===== src/logic/fetx_pkg.sv =====
// Constants, code tables and types for the 100 Mb/s transmit coding path
package fetx_pkg;
  localparam int          CLK_PERIOD_NS = 100;
  localparam int          SWRST_TIME_NS = 1000;
  localparam int          SWRST_CYC     = (SWRST_TIME_NS + CLK_PERIOD_NS - 1) / CLK_PERIOD_NS;
  localparam int          STRAP_SETTLE  = 3;
  localparam int          CG_BITS       = 5;
  localparam int          NIB_BITS      = 4;
  localparam int          BUF_W         = 6;
  localparam int          BUF_EN_BIT    = 5;
  localparam int          BUF_ER_BIT    = 4;
  localparam int          BCR_RESET_BIT = 15;
  localparam int          BCR_PDOWN_BIT = 11;
  localparam logic [15:0] BCR_DEFAULT   = 16'h0000;
  localparam logic [15:0] PCR_DEFAULT   = 16'h0000;
  localparam int          PCR_ADDR_MSB  = 4;
  localparam logic [5:0]  SEED_HIGH     = 6'h2D;
  localparam int          LFSR_W        = 11;
  localparam int          LFSR_TAP_A    = 10;
  localparam int          LFSR_TAP_B    = 8;
  localparam logic [4:0]  CG_IDLE       = 5'h1F;
  localparam logic [4:0]  CG_J          = 5'h18;
  localparam logic [4:0]  CG_K          = 5'h11;
  localparam logic [4:0]  CG_T          = 5'h0D;
  localparam logic [4:0]  CG_R          = 5'h07;
  localparam logic [4:0]  CG_H          = 5'h04;
  localparam logic [4:0]  DATA_CG [16]  = '{5'h1E, 5'h09, 5'h14, 5'h15, 5'h0A, 5'h0B,
                                            5'h0E, 5'h0F, 5'h12, 5'h13, 5'h16, 5'h17,
                                            5'h1A, 5'h1B, 5'h1C, 5'h1D};
  localparam logic [1:0]  MLT_ZERO_A    = 2'h0;
  localparam logic [1:0]  MLT_POS       = 2'h1;
  localparam logic [1:0]  MLT_NEG       = 2'h3;

  typedef enum logic [2:0] {
    ST_IDLE = 3'h0,
    ST_J    = 3'h1,
    ST_K    = 3'h3,
    ST_DATA = 3'h2,
    ST_T    = 3'h6,
    ST_R    = 3'h7
  } fetx_state_t;
endpackage


===== src/logic/fetx_strm_if.sv =====
// Valid/ready stream carrier from the MAC inputs to the buffer and from the buffer to the encoder
`timescale 1ns/1ns
interface fetx_strm_if #(parameter int W = 6);
  logic         valid;
  logic         ready;
  logic [W-1:0] data;
  modport src (output valid, output data, input ready);
  modport snk (input valid, input data, output ready);
endinterface


===== src/logic/fetx_buf.sv =====
// Small FIFO with valid/ready on both sides
`timescale 1ns/1ns
module fetx_buf #(
  parameter int W     = 6,
  parameter int DEPTH = 2
) (
  input wire logic   clk,   // Clock
  input wire logic   rstn,  // Async reset, low
  input wire logic   ce,    // Clock enable
  input wire logic   flush, // Sync clear
  fetx_strm_if.snk   in_s,  // Fill side
  fetx_strm_if.src   out_s  // Drain side
);
  localparam int        AW      = (DEPTH > 1) ? $clog2(DEPTH) : 1;
  localparam logic [AW:0] DEPTH_C = (AW + 1)'(DEPTH);
  localparam logic [AW-1:0] LAST_C = AW'(DEPTH - 1);

  logic [W-1:0]  mem_reg [DEPTH];
  logic [W-1:0]  mem_next [DEPTH];
  logic [AW-1:0] wr_ptr_reg, wr_ptr_next;
  logic [AW-1:0] rd_ptr_reg, rd_ptr_next;
  logic [AW:0]   cnt_reg, cnt_next;
  logic          wr;
  logic          rd;

  assign in_s.ready  = (cnt_reg != DEPTH_C);
  assign out_s.valid = (cnt_reg != '0);
  assign out_s.data  = mem_reg[rd_ptr_reg];
  assign wr          = in_s.valid && in_s.ready;
  assign rd          = out_s.valid && out_s.ready;

  always_comb begin
    mem_next    = mem_reg;
    wr_ptr_next = wr_ptr_reg;
    rd_ptr_next = rd_ptr_reg;
    cnt_next    = cnt_reg;
    if (flush) begin
      wr_ptr_next = '0;
      rd_ptr_next = '0;
      cnt_next    = '0;
    end else begin
      if (wr) begin
        mem_next[wr_ptr_reg] = in_s.data;
        wr_ptr_next = (wr_ptr_reg == LAST_C) ? '0 : wr_ptr_reg + 1'b1;
      end
      if (rd) begin
        rd_ptr_next = (rd_ptr_reg == LAST_C) ? '0 : rd_ptr_reg + 1'b1;
      end
      if (wr && !rd) begin
        cnt_next = cnt_reg + 1'b1;
      end else if (rd && !wr) begin
        cnt_next = cnt_reg - 1'b1;
      end
    end
  end

  always_ff @(posedge clk or negedge rstn) begin
    if (!rstn) begin
      for (int i = 0; i < DEPTH; i++) begin
        mem_reg[i] <= '0;
      end
      wr_ptr_reg <= '0;
      rd_ptr_reg <= '0;
      cnt_reg    <= '0;
    end else if (ce) begin
      mem_reg    <= mem_next;
      wr_ptr_reg <= wr_ptr_next;
      rd_ptr_reg <= rd_ptr_next;
      cnt_reg    <= cnt_next;
    end
  end
endmodule


===== src/logic/fetx_top.sv =====
// Transmit coding path: 4B/5B encode, delimiters, scrambler, NRZI, MLT-3, resets
`timescale 1ns/1ns
module fetx_top
  import fetx_pkg::*;
(
  input  wire logic        CLK,                // 10 MHz clock
  input  wire logic        RSTN,               // Async reset, low
  input  wire logic        CE,                 // Clock enable
  input  wire logic        TX_VALID,           // MAC word valid
  output wire logic        TX_READY,           // Buffer can take word
  input  wire logic        TX_EN,              // Transmit enable
  input  wire logic        TX_ER,              // Transmit error
  input  wire logic [3:0]  TXD,                // Transmit nibble
  input  wire logic [4:0]  STRAP_ADDRESS_PINS, // Address straps
  input  wire logic        SCR_BYPASS,         // Scrambler bypass
  input  wire logic        BCR_WR,             // Basic control write
  input  wire logic [15:0] BCR_WDATA,          // Basic control data
  output wire logic [15:0] BCR_RDATA,          // Basic control readback
  output wire logic [15:0] PCR_RDATA,          // PHY control readback
  output wire logic        SW_RESET_BUSY,      // Software reset running
  input  wire logic [4:0]  RX_CG,              // Received code-group
  input  wire logic        RX_IN_DATA,         // Group lies in data field
  output wire logic        RX_ER,              // Invalid code mark
  output wire logic        LINE_DRIVE_POS,     // Positive drive phase
  output wire logic        LINE_DRIVE_NEG      // Negative drive phase
);
  fetx_strm_if #(.W(BUF_W)) in_if ();
  fetx_strm_if #(.W(BUF_W)) buf_if ();

  logic [4:0]        strap_s1_reg, strap_s2_reg, strap_s3_reg;
  logic [4:0]        strap_q_reg, strap_q_next;
  logic [15:0]       basic_control_reg, basic_control_next;
  logic [15:0]       phy_control_reg, phy_control_next;
  logic [3:0]        swcnt_reg, swcnt_next;
  logic              pend_reg, pend_next;
  logic [1:0]        settle_reg, settle_next;
  logic              seed_load;
  logic              swrst_busy;
  logic              pdown;
  logic              flush;
  fetx_state_t       state_reg, state_next;
  logic [4:0]        cg_reg, cg_next;
  logic [4:0]        sr_reg, sr_next;
  logic [2:0]        bit_cnt_reg, bit_cnt_next;
  logic              load;
  logic              pop;
  logic              hv;
  logic              hen;
  logic              her;
  logic [3:0]        hnib;
  logic [LFSR_W-1:0] lfsr_reg, lfsr_next;
  logic              lfsr_fb;
  logic              scr_bit;
  logic              nrzi_reg, nrzi_next;
  logic [1:0]        phase_reg, phase_next;
  logic              pos_reg, pos_next;
  logic              neg_reg, neg_next;
  logic              rx_er_reg, rx_er_next;

  function automatic logic is_data_cg(input logic [4:0] cg);
    logic hit;
    hit = 1'b0;
    for (int i = 0; i < 16; i++) begin
      if (DATA_CG[i] == cg) begin
        hit = 1'b1;
      end
    end
    return hit;
  endfunction

  assign in_if.valid    = TX_VALID;
  assign in_if.data     = {TX_EN, TX_ER, TXD};
  assign TX_READY       = in_if.ready;
  assign BCR_RDATA      = basic_control_reg;
  assign PCR_RDATA      = phy_control_reg;
  assign SW_RESET_BUSY  = swrst_busy;
  assign RX_ER          = rx_er_reg;
  assign LINE_DRIVE_POS = pos_reg;
  assign LINE_DRIVE_NEG = neg_reg;

  fetx_buf #(.W(BUF_W), .DEPTH(2)) u_buf (
    .clk   (CLK),
    .rstn  (RSTN),
    .ce    (CE),
    .flush (flush),
    .in_s  (in_if),
    .out_s (buf_if)
  );

  // Strap synchroniser; a change counts when stages two and three agree
  always_comb begin
    strap_q_next = (strap_s2_reg == strap_s3_reg) ? strap_s3_reg : strap_q_reg;
  end

  always_ff @(posedge CLK or negedge RSTN) begin
    if (!RSTN) begin
      strap_s1_reg <= 5'h00;
      strap_s2_reg <= 5'h00;
      strap_s3_reg <= 5'h00;
      strap_q_reg  <= 5'h00;
    end else if (CE) begin
      strap_s1_reg <= STRAP_ADDRESS_PINS;
      strap_s2_reg <= strap_s1_reg;
      strap_s3_reg <= strap_s2_reg;
      strap_q_reg  <= strap_q_next;
    end
  end

  // Control registers, software reset timer and strap latch
  assign swrst_busy = (swcnt_reg != 4'h0);
  assign pdown      = basic_control_reg[BCR_PDOWN_BIT];
  assign flush      = swrst_busy || pdown;

  always_comb begin
    basic_control_next = basic_control_reg;
    phy_control_next   = phy_control_reg;
    swcnt_next         = swcnt_reg;
    pend_next          = pend_reg;
    settle_next        = settle_reg;
    seed_load          = 1'b0;
    if (swrst_busy) begin
      if (swcnt_reg == 4'h1) begin
        basic_control_next = BCR_DEFAULT;
        pend_next          = 1'b1;
        settle_next        = 2'(STRAP_SETTLE);
      end
      swcnt_next = swcnt_reg - 4'h1;
    end else if (BCR_WR) begin
      basic_control_next = BCR_WDATA;
      if (BCR_WDATA[BCR_RESET_BIT]) begin
        swcnt_next       = 4'(SWRST_CYC);
        phy_control_next = PCR_DEFAULT;
      end
    end
    // Latch the strap value agreed on at this edge, not the stale one
    if (pend_reg && !swrst_busy) begin
      if (settle_reg == 2'h0) begin
        phy_control_next[PCR_ADDR_MSB:0] = strap_q_next;
        pend_next = 1'b0;
        seed_load = 1'b1;
      end else begin
        settle_next = settle_reg - 2'h1;
      end
    end
  end

  // Power-on and hardware reset re-arm the strap latch
  always_ff @(posedge CLK or negedge RSTN) begin
    if (!RSTN) begin
      basic_control_reg <= BCR_DEFAULT;
      phy_control_reg   <= PCR_DEFAULT;
      swcnt_reg         <= 4'h0;
      pend_reg          <= 1'b1;
      settle_reg        <= 2'(STRAP_SETTLE);
    end else if (CE) begin
      basic_control_reg <= basic_control_next;
      phy_control_reg   <= phy_control_next;
      swcnt_reg         <= swcnt_next;
      pend_reg          <= pend_next;
      settle_reg        <= settle_next;
    end
  end

  // Code-group encoder and delimiter injection
  assign hv   = buf_if.valid;
  assign hen  = buf_if.data[BUF_EN_BIT];
  assign her  = buf_if.data[BUF_ER_BIT];
  assign hnib = buf_if.data[NIB_BITS-1:0];
  assign load = (bit_cnt_reg == 3'(CG_BITS - 1));
  assign buf_if.ready = pop;

  always_comb begin
    state_next   = state_reg;
    cg_next      = cg_reg;
    sr_next      = {sr_reg[3:0], 1'b0};
    bit_cnt_next = load ? 3'h0 : bit_cnt_reg + 3'h1;
    pop          = 1'b0;
    if (load) begin
      case (state_reg)
        ST_IDLE: begin
          if (hv && hen) begin
            pop        = 1'b1;
            cg_next    = CG_J;
            state_next = ST_J;
          end else begin
            pop     = hv;
            cg_next = CG_IDLE;
          end
        end
        ST_J: begin
          pop        = hv && hen;
          cg_next    = CG_K;
          state_next = ST_K;
        end
        ST_K, ST_DATA: begin
          pop = hv;
          if (hv && hen) begin
            cg_next    = her ? CG_H : DATA_CG[hnib];
            state_next = ST_DATA;
          end else begin
            cg_next    = CG_T;
            state_next = ST_T;
          end
        end
        ST_T: begin
          cg_next    = CG_R;
          state_next = ST_R;
        end
        ST_R: begin
          cg_next    = CG_IDLE;
          state_next = ST_IDLE;
        end
        default: begin
          cg_next    = CG_IDLE;
          state_next = ST_IDLE;
        end
      endcase
      sr_next = cg_next;
    end
    if (flush) begin
      state_next   = ST_IDLE;
      cg_next      = CG_IDLE;
      sr_next      = CG_IDLE;
      bit_cnt_next = 3'h0;
      pop          = 1'b0;
    end
  end

  always_ff @(posedge CLK or negedge RSTN) begin
    if (!RSTN) begin
      state_reg   <= ST_IDLE;
      cg_reg      <= CG_IDLE;
      sr_reg      <= CG_IDLE;
      bit_cnt_reg <= 3'h0;
    end else if (CE) begin
      state_reg   <= state_next;
      cg_reg      <= cg_next;
      sr_reg      <= sr_next;
      bit_cnt_reg <= bit_cnt_next;
    end
  end

  // Scrambler, NRZI and MLT-3 phase split
  assign lfsr_fb = lfsr_reg[LFSR_TAP_A] ^ lfsr_reg[LFSR_TAP_B];
  assign scr_bit = SCR_BYPASS ? sr_reg[4] : (sr_reg[4] ^ lfsr_fb);

  always_comb begin
    lfsr_next  = {lfsr_reg[LFSR_W-2:0], lfsr_fb};
    nrzi_next  = nrzi_reg ^ scr_bit;
    phase_next = phase_reg + {1'b0, scr_bit};
    if (seed_load) begin
      lfsr_next = {SEED_HIGH, strap_q_next};
    end else if (flush) begin
      lfsr_next = lfsr_reg;
    end
    if (flush) begin
      nrzi_next  = 1'b0;
      phase_next = MLT_ZERO_A;
    end
    pos_next = (phase_next == MLT_POS);
    neg_next = (phase_next == MLT_NEG);
  end

  always_ff @(posedge CLK or negedge RSTN) begin
    if (!RSTN) begin
      lfsr_reg  <= {SEED_HIGH, 5'h00};
      nrzi_reg  <= 1'b0;
      phase_reg <= MLT_ZERO_A;
      pos_reg   <= 1'b0;
      neg_reg   <= 1'b0;
    end else if (CE) begin
      lfsr_reg  <= lfsr_next;
      nrzi_reg  <= nrzi_next;
      phase_reg <= phase_next;
      pos_reg   <= pos_next;
      neg_reg   <= neg_next;
    end
  end

  // Receive-side invalid code marking
  always_comb begin
    rx_er_next = RX_IN_DATA && !is_data_cg(RX_CG);
  end

  always_ff @(posedge CLK or negedge RSTN) begin
    if (!RSTN) begin
      rx_er_reg <= 1'b0;
    end else if (CE) begin
      rx_er_reg <= rx_er_next;
    end
  end

  // Checks
  localparam int LATCH_MAX = 6;
endmodule


===== config.mk =====
export PLATFORM = sky130hd
export DESIGN_NAME = fetx_top
export DESIGN_NICKNAME = d
export VERILOG_FILES = /design/src/logic/fetx_pkg.sv /design/src/logic/fetx_strm_if.sv /design/src/logic/fetx_buf.sv /design/src/logic/fetx_top.sv
export SDC_FILE = /design/constraint.sdc
export NUM_CORES = 1
export LEC_CHECK = 0
export BUFFER_PORTS_ARGS = -buffer_cell sky130_fd_sc_hd__clkbuf_2
export CAP_MARGIN = 20
export CORE_MARGIN = 2
export CORE_UTILIZATION = 50
export CTS_CLUSTER_DIAMETER = 150
export DETAILED_ROUTE_END_ITERATION = 6
export MAX_ROUTING_LAYER = met4
export PLACE_DENSITY = 0.75
export SLEW_MARGIN = 10
export SYNTH_ARGS = -nofsm -noshare
export SYNTH_HDL_FRONTEND = slang
export SYNTH_SLANG_ARGS = --single-unit
export TNS_END_PERCENT = 100

===== constraint.sdc =====
create_clock -name CLK -period 2 [get_ports CLK]
set_clock_uncertainty 0.1 [all_clocks]
set_input_delay 0.2 -clock CLK [delete_from_list [all_inputs] [get_ports CLK]]
set_output_delay 0.2 -clock CLK [all_outputs]
set_load 0.02 [all_outputs]

**Word level (Yosys, flattened, before mapping)**

Memory sizes are Yosys's and may differ from the RTL's.
Cells that the tools add are included.

- $add $sub $neg: 8
- $lt $le $gt $ge: 4
- Equal/unequal tests: 29
- Mux-type cells: 76
- Bitwise logic cells: 6
- Reduce and logical (&&, ||, !) cells: 32

Operator list:

| cell | count |
|---|---|
| two-way mux 5 bit | 12 |
| == test 5 bit (first input constant) | 11 |
| two-way mux 16 bit | 3 |
| two-way mux 1 bit | 32 |
| == test 4 x 5 -> 1 bit (first input constant) | 5 |
| two-way mux 6 bit | 4 |
| two-way mux 11 bit | 2 |
| two-way mux 3 bit | 7 |
| one-hot mux 5 bit (4 select lines) | 1 |
| two-way mux 2 bit | 8 |
| bitwise mux 12 bit | 1 |
| two-way mux 4 bit | 3 |
| one-hot mux 3 bit (4 select lines) | 1 |
| AND reduction 3 bit | 4 |
| nonzero test 2 bit | 6 |
| logical AND 1 bit | 8 |
| AND reduction 2 bit | 4 |
| demux 6 bit (select 1 bit) | 1 |
| == test 3 x 2 -> 1 bit (second input constant) | 2 |
| == test 3 bit (second input constant) | 2 |
| == test 5 bit | 1 |
| >= comparator 5 bit (second input constant) | 1 |
| NOT 4 -> 5 bit | 1 |
| == test 4 x 1 -> 1 bit (second input constant) | 1 |
| other kinds (25) | 34 |

- Register bits: 91
- ROM bits: 80
- Bits of input ports: 39
- Output and inout bits: 37
- Word-level logic and storage cells: 178
- Memories kept: 1

Memory list:

| name | depth | width | rd ports | clocked after Yosys merged registers in | write ports | line | text |
|---|---|---|---|---|---|---|---|
| (name not given) | 16 | 5 | 1 | 0 | 0 | fetx_top.sv:198 | `cg_next = her ? CG_H : DATA_CG[hnib];` |

**Longest topological paths before layout**

Gate-level depths: netlist of run 1.

- Depth in word-level cells: 19
- Gate-level depth with buffers: 8

**By module**

From an unflattened synthesis of run 1, not the netlist that was laid out.

- Cells, all modules: 431
- Area, all modules: 4441.8 µm²

Modules (own cells, without submodules):

| module | times used | cells each | area an instance (µm²) | sequential area each (µm²) |
|---|---|---|---|---|
| fetx_top | 1 | 369 | 3636.0 | 1891.8 |
| fetx_buf | 1 | 62 | 805.8 | 400.4 |

**Least setup slack after synthesis of run 1**

OpenSTA, ideal clock, no wires.

- Path type: reg-to-reg
- From: reg swcnt_reg[0]
- To: reg u_buf.mem_reg[10] in the netlist's numbering
- Arrival time: 1.793 ns
- Slack: -0.018 ns
- Cell stages (with the launch flop): 7
- Clock period less this slack: 2.018 ns
- Cells stage by stage: dfrtp_1 -> inv_1 -> ha_1 -> nor4b_4 -> nand2_2 -> nor3b_4 -> mux2_2

- Longest elaborated chain between the ends: 4

RTL lines:

| element | line | text |
|---|---|---|
| from (decl) | fetx_top.sv:34 | `logic [3:0] swcnt_reg, swcnt_next;` |
| from (signal assigned) | fetx_top.sv:158 | `swcnt_reg <= swcnt_next;` |
| nonzero test 4 bit | fetx_top.sv:110 | `assign swrst_busy = (swcnt_reg != 4'h0);` |
| logical OR 1 bit | fetx_top.sv:112 | `assign flush = swrst_busy \|\| pdown;` |
| NOT 1 bit (no source line) | - |  |
| AND reduction 3 bit (no source line) | - |  |
| to (signal assigned) | fetx_buf.sv:66 | `mem_reg <= mem_next;` |
| to (decl) | fetx_buf.sv:18 | `logic [W-1:0] mem_reg [DEPTH];` |

Every way passes these cells.
A chain may end at the register's enable or synchronous reset.

**Worst setup path after layout of run 1**

- From: reg swcnt_reg[1]
- To: reg sr_reg[1]

- Longest elaborated chain between the ends: 3

RTL lines:

| element | line | text |
|---|---|---|
| nonzero test 4 bit | fetx_top.sv:110 |  |
| logical OR 1 bit | fetx_top.sv:112 |  |
| two-way mux 5 bit | fetx_top.sv:220 | `if (flush) begin` |
| to (signal assigned) | fetx_top.sv:238 | `sr_reg <= sr_next;` |
| to (decl) | fetx_top.sv:43 | `logic [4:0] sr_reg, sr_next;` |

Every way passes these cells.

==> run summary, run 1 <==
Status: finished clean
Worst-case hold path end point: RX_ER$_DFFE_PN0P_
Min cycle time layout: 1.96 ns
RSZ-0062 raised after global routing: yes
Starting density of the core: 0.512
Clock root buffer master: clkbuf_8
Via Count: 3497
Fraction of synthesized cell area taken by the top area cell type: 0.447
Worst min path class: input pin to register
Number of antenna violations at the first check in global routing: 0
Total wire length after detailed routing: 9660 um
Number of enable-type register cells in the synthesized netlist: 0
Clock transition time at the flip-flop clock pins of the worst setup and hold paths: 0.09 ns
Number of antenna cells inserted: 0
Growth of design area from synthesis to finish: 26.2%
Die Y: 98.0 um
Multi-input logic area: 2000 um^2
Transition time of the tightest slew-check pin: 0.493 ns
Nets: 582
Critical-path cell list: inv_2, ha_4, or4b_4, nor3_4, o211a_1, o21ai_1, o221a_2
Remaining antenna violation count: 0
Worst reg2reg setup slack: 0.04 ns
Maximum fanout along the worst path: 4
Final hold viol count: 0
Hold Crit Start: RX_CG[2]
Area used by sequential logic in the layout: 2290 um^2
M1 wire length: 4260 um
Metal2 WL: 4920 um
Total congestion overflow after global routing: 0
Relative slew slack: 0.662
Final clock period utilization by the worst path: 0.978
Port-buffer cells: 64
Area of all placed cells without fillers: 5580 um^2
Total number of placement rows: 34
Kind of cell adding the most delay to the critical path: simple AND/OR/NAND/NOR gates
Portion of the post-synthesis area used by sequential elements: 0.519
Setup CP Type: register to register
Pre-antenna DRT Iters: 5
Critical-path cell with the highest stage delay: or4b_4
Half-perimeter wire length after detailed placement: 6460 um
Critical path buffer and inverter count: 1
Maximum vdd drop: 0.806 mV
Sum of met3 wire segment lengths after detailed routing: 346 um
Capturing element type of the critical path: register
Area of the core region: 8640 um^2
Max-slew violation count: 0
Leak Pwr: 2.57 nW
Critical path launch point type: register
Final setup vio count: 0
Max Buffers Root-to-Sink: 2
Post-synth design cell area: 4420 um^2
Num CTS Buffers: 9
Number of global-route vias before repair: 3474
Total power: 6.76 mW
Area contributors post-synth: dfrtp_1 (45%), mux2_2 (7.6%), dfstp_2 (7.1%)
Data arrival at the endpoint of the critical path: 2.15 ns
Critical path required time: 2.20 ns
Area enclosed by the die boundary: 9610 um^2
DR vias/cell: 5.37
Clock tree from TritonCTS: built
Startpoint of the lowest-slack register-to-register path: swcnt_reg[1]$_DFFE_PN0P_
Highest routing layer actually used: met4
Achievable clock frequency: 511 MHz
Total track usage: 0.217
Mapped Avg Cell Area: 10.5 um^2
Largest register FFs: 16
Placed Area: 4990 um^2
Terminus of the critical flop-to-flop path: sr_reg[1]$_DFFE_PN1P_
Crit path largest cell delay: 0.50 ns
Number of warnings issued by yosys: 0
Top cell type by total area after synthesis: dfrtp_1
Share of flip-flops with an asynchronous set or reset: 1.00
Wirelength per Cell: 14.8 um
H-tree level count: 3
Die W: 98.0 um
Cell Count, Final, Fillers Out: 651
Hold-critical path depth: 3
First-pass GRT wire length: 16400 um
Total Negative Setup Slacks: 0 ns
Number of design rule violations left after detail routing: 0
Most used flip-flop cell after synthesis: dfrtp_1
Count of state elements after synthesis: 91
Clock network latency to the later pin of the worst-skew pair: 0.37 ns
Pin count of the biggest net entering global routing: 41
Number of instances in the placed design: 601
Post-synthesis instance total: 422
Max-cap violation count: 0
Share of post-route cells with drive strength above 1: 0.328
Power per unit of standard cell area: 1210 nW/um^2
Total number of clock tree sinks: 91
Number of design-rule violations left by the first detailed-router iteration: 193
Post-route core utilization: 0.646
Filler Cell Count: 657
I/O pin count: 76
Cell depth of the worst flop-to-flop path: 7
Number of distinct library cells after synthesis: 62
Routability congestion estimate: 0.823
## cell type report
class	count	area share
tap	108	0.0242
inverter	11	0.00740
timing repair buffer	125	0.159
clock inverter	7	0.0179
multi-input combinational	300	0.358
clock buffer	9	0.0222
sequential	91	0.411
## Yosys cell counts, drive strengths merged, types with 3 or more instances
library cell and count:
inv 10, mux2i 11, nand2b 4, nor2b 3, o21ai 39, nor2 14
or2 3, o31ai 5, a32o 4, a21oi 14, and2 6, o2bb2ai 3
o221ai 4, clkbuf 7, dfstp 12, a31oi 4, buf 22, xor2 6
dfrtp 79, mux2 30, o22ai 4, ha 5, nand3 11, nand2 76
nor3 7
## stage by stage
| stage | hold slack (ns) | setup slack (ns) |
|---|---|---|
| 4_1_cts | 0.0416 | 0.0117 |
| 5_1_grt | 0.0527 | -0.0617 |
| 2_1_floorplan | -0.196 | -0.0171 |
| 6_report | 0.0544 | 0.0433 |
| 3_3_place_gp | 0.0892 | 0.0558 |
| 3_5_place_dp | 0.0899 | -0.0197 |
## per-layer routing
layer	up-vias	global-route usage
met4	0	0.0791
li1	1698	-
met3	11	0.0394
met5	-	-
met1	1705	0.278
met2	83	0.348
## worst max-delay path by stage
| stage | start | end | slack (ns) | cells after the start |
|---|---|---|---|---|
| finish | swcnt_reg[1]$_DFFE_PN0P_ | sr_reg[1]$_DFFE_PN1P_ | 0.04 | 7 |
| floorplan | swcnt_reg[0]$_DFFE_PN0P_ | u_buf.mem_reg[10]$_DFFE_PN0P_ | -0.02 | 6 |
| global route | swcnt_reg[1]$_DFFE_PN0P_ | state_reg[2]$_DFFE_PN0P_ | -0.06 | 7 |
| detailed placement | swcnt_reg[1]$_DFFE_PN0P_ | u_buf.mem_reg[11]$_DFFE_PN0P_ | -0.02 | 6 |
| CTS | swcnt_reg[3]$_DFFE_PN0P_ | SW_RESET_BUSY | 0.01 | 5 |
| global placement | swcnt_reg[1]$_DFFE_PN0P_ | u_buf.mem_reg[10]$_DFFE_PN0P_ | 0.06 | 6 |
## logic make-up after synthesis
group	Yosys count	share of synthesized area
AO/OA/AOI/OAI	98	0.148
XOR/XNOR	8	0.0159
adder cells (fa/ha/maj)	5	0.0142
buffers and inverters	41	0.0476
flip-flops	91	0.519
multiplexers	41	0.101
other	1	0.000849
AND/OR/NAND/NOR	137	0.153
## where the power goes
part	internal, mW	leakage [nW]	total (mW)	switching [mW]
combinational	1.11	1.32	2.47	1.36
clock	0.709	0.102	1.39	0.681
sequential	2.47	1.14	2.90	0.432
## tightest hold or removal path, stage by stage
cell	delay, ns
clkbuf_2	0.09
a21oi_1	0.05
o2bb2ai_1	0.14
## placed cells by master, fill, tap and decap left out, types with 6 or more instances in the layout
cell           instances
a21oi_1               14
buf_4                 31
clkbuf_2              63
clkbuf_8               9
conb_1                11
dfrtp_1               78
dfstp_2               12
dlygate4sd3_1         28
inv_1                  8
mux2_2                30
mux2i_1               10
nand2_1               73
nand3_1               11
nor2_1                14
o21ai_0               37
xor2_1                 6
## repair_timing
item,4_1_cts,5_1_grt
gates resized for setup,1,11
hold buffers,28,0
endpoints found under the hold margin,63,0
setup buffers,2,4
pin swaps,2,5
endpoints found under the setup margin,8,33
Power figures use the tool's default switching activity.
==> inputs of run 2 (changes only) <==
--- a/config.mk
+++ b/config.mk
@@ -5,7 +5,7 @@
 export SDC_FILE = /design/constraint.sdc
 export NUM_CORES = 1
 export LEC_CHECK = 0
-export BUFFER_PORTS_ARGS = -buffer_cell sky130_fd_sc_hd__clkbuf_2
+export BUFFER_PORTS_ARGS = -buffer_cell sky130_fd_sc_hd__buf_2
 export CAP_MARGIN = 20
 export CORE_MARGIN = 2
 export CORE_UTILIZATION = 50
==> run 2 against run 1 <==
Net effect: routed wire length grew 1.6%; via count shrank 0.20%; final area is essentially flat; first-iteration DRC count shrank 9.8%; flip-flop and latch count is the same; cell count shrank 0.61%; fmax grew 1.2%; non-clock buffer count shrank 4; utilization shrank 0.058 points; hold slack lost 0.040 ns; register-to-register slack gained 0.02 ns.
==> run summary, run 2 (synthesized netlist as in run 1, its figures left out) <==
Starting density of the core: 0.512 (unchanged)
Num CTS Buffers: 9 (unchanged)
Number of global-route vias before repair: 3588 (+3.3%)
Total number of clock tree sinks: 91 (unchanged)
Clock transition time at the flip-flop clock pins of the worst setup and hold paths: 0.09 ns (about the same)
Via Count: 3490 (-0.20%)
Number of design rule violations left after detail routing: 0 (unchanged)
Nets: 578 (-0.69%)
Capturing element type of the critical path: register
Total congestion overflow after global routing: 0 (unchanged)
Pre-antenna DRT Iters: 4 (-1)
DR vias/cell: 5.39 (+0.42%)
Data arrival at the endpoint of the critical path: 2.13 ns (-0.02 ns)
Final setup vio count: 0 (unchanged)
Remaining antenna violation count: 0 (unchanged)
Clock root buffer master: clkbuf_8
Hold-critical path depth: 3 (unchanged)
Leak Pwr: 2.55 nW (-0.44%)
Critical path required time: 2.19 ns (about the same)
Transition time of the tightest slew-check pin: 0.568 ns (+0.0751 ns)
Area of all placed cells without fillers: 5570 um^2 (about the same)
Total number of placement rows: 34 (unchanged)
Area of the core region: 8640 um^2 (unchanged)
Routability congestion estimate: 0.841 (+2.2%)
Port-buffer cells: 64 (unchanged)
Setup CP Type: register to register
Smallest hold slack: 0.0142 ns (-0.0402 ns)
Placed Area: 4970 um^2 (-0.35%)
Die Y: 98.0 um (unchanged)
Growth of design area from synthesis to finish: 26.1% (about the same)
Final hold viol count: 0 (unchanged)
Min cycle time layout: 1.93 ns (-0.0223 ns)
Power per unit of standard cell area: 1230 nW/um^2 (+1.6%)
Critical path launch point type: register
I/O pin count: 76 (unchanged)
Worst reg2reg setup slack: 0.07 ns (+0.02 ns)
Maximum fanout along the worst path: 5 (+1)
Worst min path class: input pin to register
Half-perimeter wire length after detailed placement: 6620 um (+2.5%)
Number of antenna cells inserted: 0 (unchanged)
Area enclosed by the die boundary: 9610 um^2 (unchanged)
Achievable clock frequency: 517 MHz (+1.2%)
RSZ-0062 raised after global routing: yes
Largest register FFs: 16 (unchanged)
Max Buffers Root-to-Sink: 2 (unchanged)
Cell depth of the worst flop-to-flop path: 7 (unchanged)
Clock tree from TritonCTS: built
Most frequent standard cell in the layout excluding fill and tap cells: dfrtp_1
H-tree level count: 3 (unchanged)
Total power: 6.87 mW (+1.5%)
Final clock period utilization by the worst path: 0.967 (-0.0112)
First-pass GRT wire length: 16600 um (+1.1%)
Share of post-route cells with drive strength above 1: 0.332 (+0.00429)
Post-route core utilization: 0.645 (about the same)
Status: finished clean
Number of design-rule violations left by the first detailed-router iteration: 174 (-9.8%)
Maximum vdd drop: 0.644 mV (-20%)
Max-cap violation count: 0 (unchanged)
Number of antenna violations at the first check in global routing: 0 (unchanged)
Total track usage: 0.218 (+0.000698)
Relative slew slack: 0.611 (-0.0515)
Total wire length after detailed routing: 9820 um (+1.6%)
Pin count of the biggest net entering global routing: 43 (+4.9%)
Wirelength per Cell: 15.2 um (+2.3%)
Commonest cells after routing, fill and taps aside: dfrtp_1 (78), nand2_1 (73), buf_2 (63)
Max-slew violation count: 0 (unchanged)
Die W: 98.0 um (unchanged)
Clock network latency to the later pin of the worst-skew pair: 0.36 ns (about the same)
==> run 2: final timing paths <==
kind,startpoint,endpoint
max,swcnt_reg[1]$_DFFE_PN0P_,sr_reg[1]$_DFFE_PN1P_
min,RX_IN_DATA,RX_ER$_DFFE_PN0P_
max reg2reg,swcnt_reg[1]$_DFFE_PN0P_,sr_reg[1]$_DFFE_PN1P_
min reg2reg,BCR_RDATA[12]$_DFFE_PN0P_,BCR_RDATA[12]$_DFFE_PN0P_
max in group asynchronous,RSTN,PCR_RDATA[4]$_DFFE_PN0P_
min in group asynchronous,RSTN,u_buf.rd_ptr_reg$_DFFE_PN0P_
==> run 2: report_power, final <==
part | internal [mW] | switching [mW]
Sequential | 2.47 | 0.428
Clock | 0.838 | 0.674
Combinational | 1.09 | 1.36
==> run 2: final cells by class <==
cell class | count | area [um^2]
Fill cell | 696 | 3060
Sequential cell | 91 | 2290
Multi-Input combinational cell | 300 | 2010
Timing Repair Buffer | 121 | 847
Tap cell | 108 | 135
Clock buffer | 9 | 124
Clock inverter | 7 | 124
Inverter | 11 | 41.3
==> run 2: worst max-delay path, stage by stage (launching register included) <==
cell	delay [ns]
dfrtp_1	0.39
inv_2	0.08
ha_4	0.14
or4b_4	0.49
nor3_4	0.25
o211a_1	0.22
o21ai_1	0.07
o221a_2	0.12
==> run 2: per-stage QoR <==
stage / setup TNS (ns) / worst slack (ns) / instances
after global routing: -0.0215 / -0.0146 / 647
after floorplan: -0.102 / -0.0171 / 432
after detailed placement: -0.00319 / -0.00319 / 602
after CTS: 0 / 0.0147 / 646
final: 0 / 0.0656 / 647
after global placement: 0 / 0.0425 / 602
==> run 2: per-layer routing <==
metal  up-vias  track usage  part of all wire
met4         0       0.0620             0.012
li1       1696            -                 -
met2        78        0.368              0.52
met1      1707        0.265              0.43
met3         9       0.0458             0.038
met5         -            -                 0
==> run 2: repair_timing <==
action | 4_1_cts | 5_1_grt
gates resized for setup | 0 | 18
pin swaps | 2 | 4
setup buffers | 1 | 1
endpoints found under the hold margin | 58 | 0
setup endpoints to repair | 8 | 31
hold buffers | 27 | 0
